**config.mk**
```make
export PLATFORM = sky130hd
export DESIGN_NAME = eic_image_regs
export DESIGN_NICKNAME = d
export VERILOG_FILES = /design/src/eic_pkg.sv /design/src/eic_fault_sticky.sv /design/src/eic_image_regs.sv
export SDC_FILE = /design/constraint.sdc
export NUM_CORES = 1
export LEC_CHECK = 0
export BUFFER_PORTS_ARGS = -buffer_cell sky130_fd_sc_hd__clkbuf_2
export CAP_MARGIN = 20
export CORE_ASPECT_RATIO = 0.5
export CORE_MARGIN = 10
export CORE_UTILIZATION = 49
export CTS_BUF_LIST = sky130_fd_sc_hd__clkbuf_4 sky130_fd_sc_hd__clkbuf_8
export CTS_CLUSTER_DIAMETER = 60
export CTS_CLUSTER_SIZE = 24
export DETAILED_ROUTE_END_ITERATION = 8
export PLACE_DENSITY = 0.77
export SLEW_MARGIN = 20
export SYNTH_ARGS = -nofsm -noshare
export SYNTH_HDL_FRONTEND = slang
export SYNTH_SLANG_ARGS = --single-unit
export TNS_END_PERCENT = 50
```
**constraint.sdc**
```tcl
create_clock -name sys_clk -period 1.6 [get_ports sys_clk]
set_input_delay 0.24 -clock sys_clk [delete_from_list [all_inputs] [get_ports sys_clk]]
set_output_delay 0.24 -clock sys_clk [all_outputs]
set_load 0.01 [all_outputs]
```
**src/eic_pkg.sv**
```systemverilog
// package for the eight-channel input image block with diagnostics
// assumes an apb slave with 32-bit data and a single 50 mhz clock
package eic_pkg;

  // ****************************************************************
  // image geometry
  // ****************************************************************
  localparam int unsigned CHAN_NUM   = 8;   // channels per module
  localparam int unsigned IMAGE_BYTES = 2;  // bytes per image direction

  // ****************************************************************
  // register byte offsets
  // ****************************************************************
  localparam logic [11:0] OFS_IN_IMAGE  = 12'h000;  // input image: state byte, fault byte
  localparam logic [11:0] OFS_OUT_IMAGE = 12'h004;  // output image: reserved byte, disable byte
  localparam logic [11:0] OFS_IRQ_STAT  = 12'h008;  // sticky fault events, read only
  localparam logic [11:0] OFS_IRQ_EN    = 12'h00c;  // interrupt enable
  localparam logic [11:0] OFS_IRQ_CLR   = 12'h010;  // write one to clear, reads zero

  // ****************************************************************
  // field positions and reset values
  // ****************************************************************
  localparam int unsigned FIRST_LSB  = 0;   // first image byte
  localparam int unsigned SECOND_LSB = 8;   // second image byte
  localparam logic [7:0]  DISABLE_RST = 8'h00;  // all channels on after reset
  localparam logic [7:0]  RESERVED_VAL = 8'h00; // reserved byte always zero
  localparam logic [7:0]  IRQ_EN_RST  = 8'h00;
  localparam logic [31:0] RDATA_ZERO  = 32'h0000_0000;

  // apb slave states
  typedef enum logic [0:0] {EIC_IDLE, EIC_ACCESS} eic_state_t;

endpackage

```
**src/eic_fault_sticky.sv**
```systemverilog
// sticky event bits for channel faults, one per channel
// assumes fault inputs synchronous to sys_clk
`timescale 1ns/10ps
module eic_fault_sticky (
  input  wire logic       sys_clk,
  input  wire logic       arst_n,
  input  wire logic [7:0] fault_in,    // live fault levels
  input  wire logic [7:0] clr_mask,    // one-cycle clear pulses
  output logic      [7:0] sticky_q     // latched fault events
);

  // ****************************************************************
  // fault edge detect and sticky latch
  // ****************************************************************
  logic [7:0] fault_prev_q;   // previous fault level
  logic [7:0] rise;           // new fault this cycle

  assign rise = fault_in & ~fault_prev_q;

  genvar gi;
  generate
    for (gi = 0; gi < eic_pkg::CHAN_NUM; gi++) begin : g_bit
      // set wins over clear so a new (rising) fault in the clear cycle is kept
      always_ff @(posedge sys_clk or negedge arst_n) begin
        if (!arst_n) begin
          sticky_q[gi]     <= 1'b0;
          fault_prev_q[gi] <= 1'b0;
        end else begin
          fault_prev_q[gi] <= fault_in[gi];
          if (rise[gi]) begin
            sticky_q[gi] <= 1'b1;
          end else if (clr_mask[gi]) begin
            sticky_q[gi] <= 1'b0;
          end
        end
      end
    end
  endgenerate

endmodule

```
**src/eic_image_regs.sv**
```systemverilog
// process image register bank for an eight-channel input module
// assumes an apb master on sys_clk and field inputs already synchronous
// assumes the master keeps address and write data steady through the access phase
// assumes one apb slot per word; bits above the second byte read as zero
`timescale 1ns/10ps

// Operation
// - two-byte input and output images
// - first input byte holds channel states
// - second input byte holds fault flags
// - second output byte: one disables channel
module eic_image_regs (
  input  wire logic        sys_clk,
  input  wire logic        arst_n,
  input  wire logic        psel,
  input  wire logic        penable,
  input  wire logic        pwrite,
  input  wire logic [11:0] paddr,
  input  wire logic [31:0] pwdata,
  input  wire logic [3:0]  pstrb,
  output logic      [31:0] prdata,
  output logic             pready,
  output logic             pslverr,
  input  wire logic [7:0]  input_channel_state,  // live channel levels
  input  wire logic [7:0]  channel_fault,        // wire break or short, per channel
  output logic      [7:0]  channel_switch_off,   // one switches a channel off
  output logic             irq
);

  // ****************************************************************
  // state
  // ****************************************************************
  eic_pkg::eic_state_t state_q;          // apb phase
  logic [7:0]  state_byte_q;             // sampled channel states
  logic [7:0]  fault_byte_q;             // sampled fault flags
  logic [7:0]  disable_q;                // channel disable byte
  logic [7:0]  irq_en_q;                 // interrupt enables
  logic [7:0]  sticky;                   // sticky fault events
  logic [7:0]  clr_pulse;                // clear pulses to sticky bits

  // ****************************************************************
  // decode
  // ****************************************************************
  wire setup      = psel && !penable;
  wire acc        = psel && penable && (state_q == eic_pkg::EIC_ACCESS);
  wire hit_in     = (paddr == eic_pkg::OFS_IN_IMAGE);
  wire hit_out    = (paddr == eic_pkg::OFS_OUT_IMAGE);
  wire hit_stat   = (paddr == eic_pkg::OFS_IRQ_STAT);
  wire hit_en     = (paddr == eic_pkg::OFS_IRQ_EN);
  wire hit_clr    = (paddr == eic_pkg::OFS_IRQ_CLR);
  wire mapped     = hit_in | hit_out | hit_stat | hit_en | hit_clr;
  // writes to read-only words and unmapped addresses answer with an error
  wire bad        = !mapped || (pwrite && (hit_in || hit_stat));
  // a write lands on the access edge, where the master sees pready high;
  // committing at setup would act before the transfer is complete
  wire wr_ok      = acc && pwrite && !bad;
  wire wr_lane1   = pstrb[1];
  wire wr_lane0   = pstrb[0];

  // two-byte images in one word
  // read data mux, byte lanes as in the image
  wire [31:0] rd_mux =
    hit_in   ? {16'h0000, fault_byte_q, state_byte_q} :
    hit_out  ? {16'h0000, disable_q, eic_pkg::RESERVED_VAL} :
    hit_stat ? {24'h000000, sticky} :
    hit_en   ? {24'h000000, irq_en_q} : eic_pkg::RDATA_ZERO;

  assign clr_pulse = (wr_ok && hit_clr && wr_lane0) ? pwdata[7:0] : 8'h00;

  // ****************************************************************
  // next values of the software-visible registers
  // ****************************************************************
  // lane one carries the disable byte, lane zero the enable byte
  wire       dis_wr    = wr_ok && hit_out && wr_lane1;
  wire       en_wr     = wr_ok && hit_en && wr_lane0;
  wire [7:0] disable_d = dis_wr ? pwdata[15:8] : disable_q;
  wire [7:0] irq_en_d  = en_wr ? pwdata[7:0] : irq_en_q;
  // level interrupt: any enabled sticky event
  wire       irq_d     = |(sticky & irq_en_q);

  // ****************************************************************
  // apb handshake: one wait-free access phase
  // ****************************************************************
  // setup is taken, answer one cycle later with pready high
  always_ff @(posedge sys_clk or negedge arst_n) begin
    if (!arst_n) begin
      state_q <= eic_pkg::EIC_IDLE;
      pready  <= 1'b0;
      pslverr <= 1'b0;
      prdata  <= eic_pkg::RDATA_ZERO;
    end else begin
      unique case (state_q)
        eic_pkg::EIC_IDLE: begin
          pready  <= setup;
          pslverr <= setup && bad;
          prdata  <= (setup && !pwrite && mapped) ? rd_mux : eic_pkg::RDATA_ZERO;
          if (setup) begin
            state_q <= eic_pkg::EIC_ACCESS;
          end
        end
        eic_pkg::EIC_ACCESS: begin
          pready  <= 1'b0;
          pslverr <= 1'b0;
          // read data stands for the answer cycle only
          prdata  <= eic_pkg::RDATA_ZERO;
          state_q <= eic_pkg::EIC_IDLE;
        end
      endcase
    end
  end

  // ****************************************************************
  // input image sampling
  // ****************************************************************
  // channel states to first byte
  always_ff @(posedge sys_clk or negedge arst_n) begin
    if (!arst_n) begin
      state_byte_q <= 8'h00;
      fault_byte_q <= 8'h00;
    end else begin
      state_byte_q <= input_channel_state;
      fault_byte_q <= channel_fault;
    end
  end

  // ****************************************************************
  // output image and interrupt enable
  // ****************************************************************
  // disables reset to zero
  always_ff @(posedge sys_clk or negedge arst_n) begin
    if (!arst_n) begin
      disable_q <= eic_pkg::DISABLE_RST;
      irq_en_q  <= eic_pkg::IRQ_EN_RST;
    end else begin
      disable_q <= disable_d;
      irq_en_q  <= irq_en_d;
    end
  end

  // ****************************************************************
  // outputs straight from flip-flops
  // ****************************************************************
  // drive channel disables
  always_ff @(posedge sys_clk or negedge arst_n) begin
    if (!arst_n) begin
      channel_switch_off <= eic_pkg::DISABLE_RST;
      irq                <= 1'b0;
    end else begin
      channel_switch_off <= disable_q;
      irq                <= irq_d;
    end
  end

  // sticky fault events, set beats clear
  eic_fault_sticky u_sticky (
    .sys_clk  (sys_clk),
    .arst_n   (arst_n),
    .fault_in (channel_fault),
    .clr_mask (clr_pulse),
    .sticky_q (sticky)
  );
endmodule

```
==> metrics.txt <==
# TYPE chip_impl_metric gauge
chip_impl_metric{name="timing_hold_violations_final",unit=""} 0
chip_impl_metric{name="timing.hold.ws",unit="ns"} 0.01423
chip_impl_metric{name="fin_total_pwr",unit="mW"} 3.392
chip_impl_metric{name="combPwrFrac",unit="%"} 7.6
chip_impl_info{name="outcome",value="complete, no violations"} 1
chip_impl_metric{name="syn-cell-area",unit="um2"} 2701
chip_impl_info{name="cts-root-buf",value="clkbuf_8"} 1
chip_impl_metric{name="antenna-diode-count",unit=""} 0
chip_impl_metric{name="clk_transition_reported_paths",unit="ns"} 0.07
chip_impl_metric{name="drtIter0Drc",unit=""} 137
chip_impl_metric{name="via_count_of_the_first_global_routing_pass",unit=""} 2107
chip_impl_metric{name="setup_viol_count_final",unit=""} 0
chip_impl_metric{name="p_leak",unit="nW"} 1.838
chip_impl_metric{name="timing.final.ws_setup",unit="ns"} 0.06934
chip_impl_metric{name="drtPass1Iterations",unit=""} 7
chip_impl_metric{name="dp_hpwl",unit="um"} 4876
chip_impl_info{name="hold_start",value="channel_fault[4]"} 1
chip_impl_metric{name="critical_path_peak_fanout",unit=""} 8
chip_impl_info{name="timing_worst_setup_path_type",value="reg2reg"} 1
chip_impl_metric{name="wl_met2",unit="um"} 3060
chip_impl_info{name="crit_path_top_delay_cell",value="dfrtp_1"} 1
chip_impl_metric{name="total_of_flip_flops_plus_latches_after_synthesis",unit=""} 67
chip_impl_metric{name="fmax",unit="MHz"} 653.3
chip_impl_metric{name="area_delta_synth_final",unit="%"} 31.73
chip_impl_metric{name="synth.yosys.seq_area_share",unit="%"} 62.07
chip_impl_metric{name="timing.critical_path.buf_inv",unit=""} 1
chip_impl_metric{name="cts.sink_count",unit=""} 67
chip_impl_info{name="tritoncts",value="done"} 1
chip_impl_metric{name="boundaryPins",unit=""} 112
chip_impl_metric{name="avgSynthCellArea",unit="um2"} 13.64
chip_impl_metric{name="netSwitchingPower",unit="mW"} 0.7914
chip_impl_metric{name="detailroute.via_count",unit=""} 1868
chip_impl_info{name="timing.critical_path.from",value="pready"} 1
chip_impl_info{name="rsz_0062_raised_after_global_routing",value="false"} 1
chip_impl_metric{name="placeableCoreArea",unit="um2"} 5135
chip_impl_metric{name="grt_remaining_overflow",unit=""} 0
chip_impl_metric{name="share_of_total_power_in_the_clock_network",unit="%"} 41.5
chip_impl_metric{name="power.share.switching",unit="%"} 23.33
chip_impl_metric{name="detail-route-antenna-nets",unit=""} 0
chip_impl_metric{name="cts_buffer_depth",unit=""} 2
chip_impl_metric{name="worst-endpoint-arrival",unit="ns"} 1.76
chip_impl_metric{name="fraction_of_layout_instances_using_a_drive_strength_above_1",unit="%"} 43.55
chip_impl_metric{name="m1WireLength",unit="um"} 2786
chip_impl_metric{name="slowest_delay",unit="ns"} 0.36
chip_impl_metric{name="max-vdd-ir-drop",unit="uV"} 640.3
chip_impl_metric{name="synth_cell_type_count",unit=""} 29
chip_impl_info{name="cp_top_family",value="simple AND/OR/NAND/NOR gates"} 1
chip_impl_metric{name="placement.cell_area",unit="um2"} 3223
chip_impl_info{name="hp-class",value="in2reg"} 1
chip_impl_metric{name="yosys_warnings",unit=""} 0
chip_impl_metric{name="place_congestion",unit=""} 0.8135
chip_impl_metric{name="global_route.usage.total",unit="%"} 14.52
chip_impl_metric{name="cts_htree_levels",unit=""} 3
chip_impl_metric{name="vias_per_cell",unit=""} 4.916
chip_impl_info{name="layout_common_cells",value="clkbuf_2, dfrtp_1, nor2_1"} 1
chip_impl_metric{name="met3RoutedLength",unit="um"} 439
chip_impl_metric{name="finalInstanceArea",unit="um2"} 3558
chip_impl_info{name="rr_startpoint",value="pready"} 1
chip_impl_info{name="path_cells",value="and4_1 -> nand2_2 -> nor3_4 -> buf_12 -> mux2_2"} 1
chip_impl_metric{name="fin_tns_setup",unit="ns"} 0
chip_impl_metric{name="layout.nets",unit=""} 374
chip_impl_info{name="setup_crit_start_kind",value="flop"} 1
chip_impl_metric{name="syn_inst",unit=""} 198
chip_impl_metric{name="initial_antenna_violation_count",unit=""} 0
chip_impl_info{name="mostFrequentLayoutCell",value="clkbuf_2"} 1
chip_impl_metric{name="power_density",unit="nW/um2"} 953.2
chip_impl_metric{name="routedWlPerCell",unit="um"} 16.82
chip_impl_metric{name="placement_rows",unit=""} 18
chip_impl_info{name="crit_path_end_kind",value="flop"} 1
chip_impl_metric{name="dp_slack",unit="ns"} -0.1044
chip_impl_metric{name="remaining_drc_errors",unit=""} 0
chip_impl_metric{name="clk_skew",unit="ns"} 0.008552
chip_impl_metric{name="synth_async_sr_flop_share",unit="%"} 100.0
chip_impl_metric{name="timing.final.crit_share",unit="%"} 95.67
chip_impl_metric{name="grt_pass1_wl",unit="um"} 10410
chip_impl_metric{name="finalWirelength",unit="um"} 6393
chip_impl_metric{name="internal_power",unit="mW"} 2.601
chip_impl_info{name="ys_dominant_reg_cell",value="dfrtp_1"} 1
chip_impl_metric{name="post-cts-setup-buffer-count",unit=""} 0
chip_impl_metric{name="die_y",unit="um"} 72.50
chip_impl_metric{name="final.fill_count",unit=""} 380
chip_impl_metric{name="worstPathRequired",unit="ns"} 1.83
chip_impl_metric{name="final.min_clock_period",unit="ns"} 1.531
chip_impl_info{name="routed.top_layer",value="met4"} 1
chip_impl_metric{name="grt_max_degree",unit=""} 29
chip_impl_metric{name="initial_utilization",unit="%"} 52.61
chip_impl_metric{name="port_buffers",unit=""} 77
chip_impl_metric{name="synth_enable_flop_cells",unit=""} 0
chip_impl_metric{name="cts-buffers-inserted",unit=""} 9
chip_impl_metric{name="slew_violations",unit=""} 0
chip_impl_metric{name="clock_latency",unit="ns"} 0.35
chip_impl_metric{name="cap_violations",unit=""} 0
chip_impl_metric{name="die_area",unit="um2"} 9063
chip_impl_metric{name="die_x",unit="um"} 125.0
chip_impl_metric{name="power.share.sequential",unit="%"} 50.9
-- path summary, 6_finish.rpt --
path,to,slack (ns),depth (start not counted)
worst max register to register,irq_en_q[1],0.07,5
max in group asynchronous,irq_en_q[2],0.76,3
min in group asynchronous,prdata[5],0.35,2
worst min register to register,channel_switch_off[7],0.41,0
worst max-delay path,irq_en_q[1],0.07,5
worst min-delay path,fault_byte_q[4],0.01,1
-- cell families (layout without fill, tap and decap cells) --
group	count (synthesis)	count (layout)	synth area share, %
buffers and inverters	24	121	6.021
other	1	16	0.1388
AOI/OAI and AO/OA	21	21	5.512
and+or+nand+nor	53	53	12.18
muxes	32	32	14.08
DFF	67	67	62.07
-- stage by stage --
stage / util [%] / std cells
after floorplan: - / 213
after global placement: 62.77 / 351
after detailed placement: 62.77 / 351
after CTS: 68.86 / 378
after global routing: 69.30 / 380
final: 69.30 / 380
-- worst register-to-register path: stages, from the launching register on --
cell and delay [ns]:
dfrtp_1 0.36, and4_1 0.24, nand2_2 0.11, nor3_4 0.21, buf_12 0.15, mux2_2 0.34
-- layer usage --
layer / vias up / global-route usage (%)
met5: - / 0
met4: 0 / 5.330
met3: 10 / 5.729
met2: 81 / 24.18
met1: 903 / 16.86
li1: 874 / -
-- power groups by stage --
stage | Sequential [mW] | Combinational (mW) | Clock (mW)
3_3_place_gp | 1.76 | 0.224 | 0
4_1_cts | 1.73 | 0.254 | 1.44
6_report | 1.73 | 0.259 | 1.41
5_1_grt | 1.73 | 0.287 | 1.52
2_1_floorplan | 1.76 | 0.118 | 0
3_5_place_dp | 1.76 | 0.232 | 0
-- flip-flops by register name, indices dropped and copies added, names as in the netlist --
| signal | cells |
|---|---|
| disable_q | 8 |
| irq_en_q | 8 |
| pslverr | 1 |
| pready | 1 |
| prdata | 16 |
| state_byte_q | 8 |
| u_sticky.sticky_q | 8 |
| irq | 1 |
| fault_byte_q | 8 |
| channel_switch_off | 8 |
-- final cells by class --
type / count / area (um2) / share of cell area [%]
well taps: 70 / 87.58 / 2.461
multi-input cells: 122 / 920.9 / 25.88
repair buffers: 103 / 663.1 / 18.64
flip-flops and latches: 67 / 1677 / 47.12
clock inverters: 6 / 65.06 / 1.828
inverters: 2 / 7.507 / 0.2110
clock buffers: 10 / 137.6 / 3.868
-- repair_timing --
item	4_1_cts	5_1_grt
setup endpoints to repair	0	8
hold endpoints to repair	25	2
hold buffers	11	2
resized for setup	0	1
-- synthesized netlist by cell type, types with 2 or more instances --
library cell	instances	share of area, %
buf_2	4	0.74
nand2_1	3	0.42
a22oi_1	12	3.3
mux2i_1	8	3.0
nor2_1	21	2.9
mux2_4	8	4.4
a31oi_1	8	1.9
buf_4	16	4.4
nand2b_1	8	1.9
or4_1	2	0.56
mux2_2	15	6.3
dfrtp_1	67	62
nor2b_1	9	2.1
inv_1	2	0.28
(Power assumes the default switching activity.)
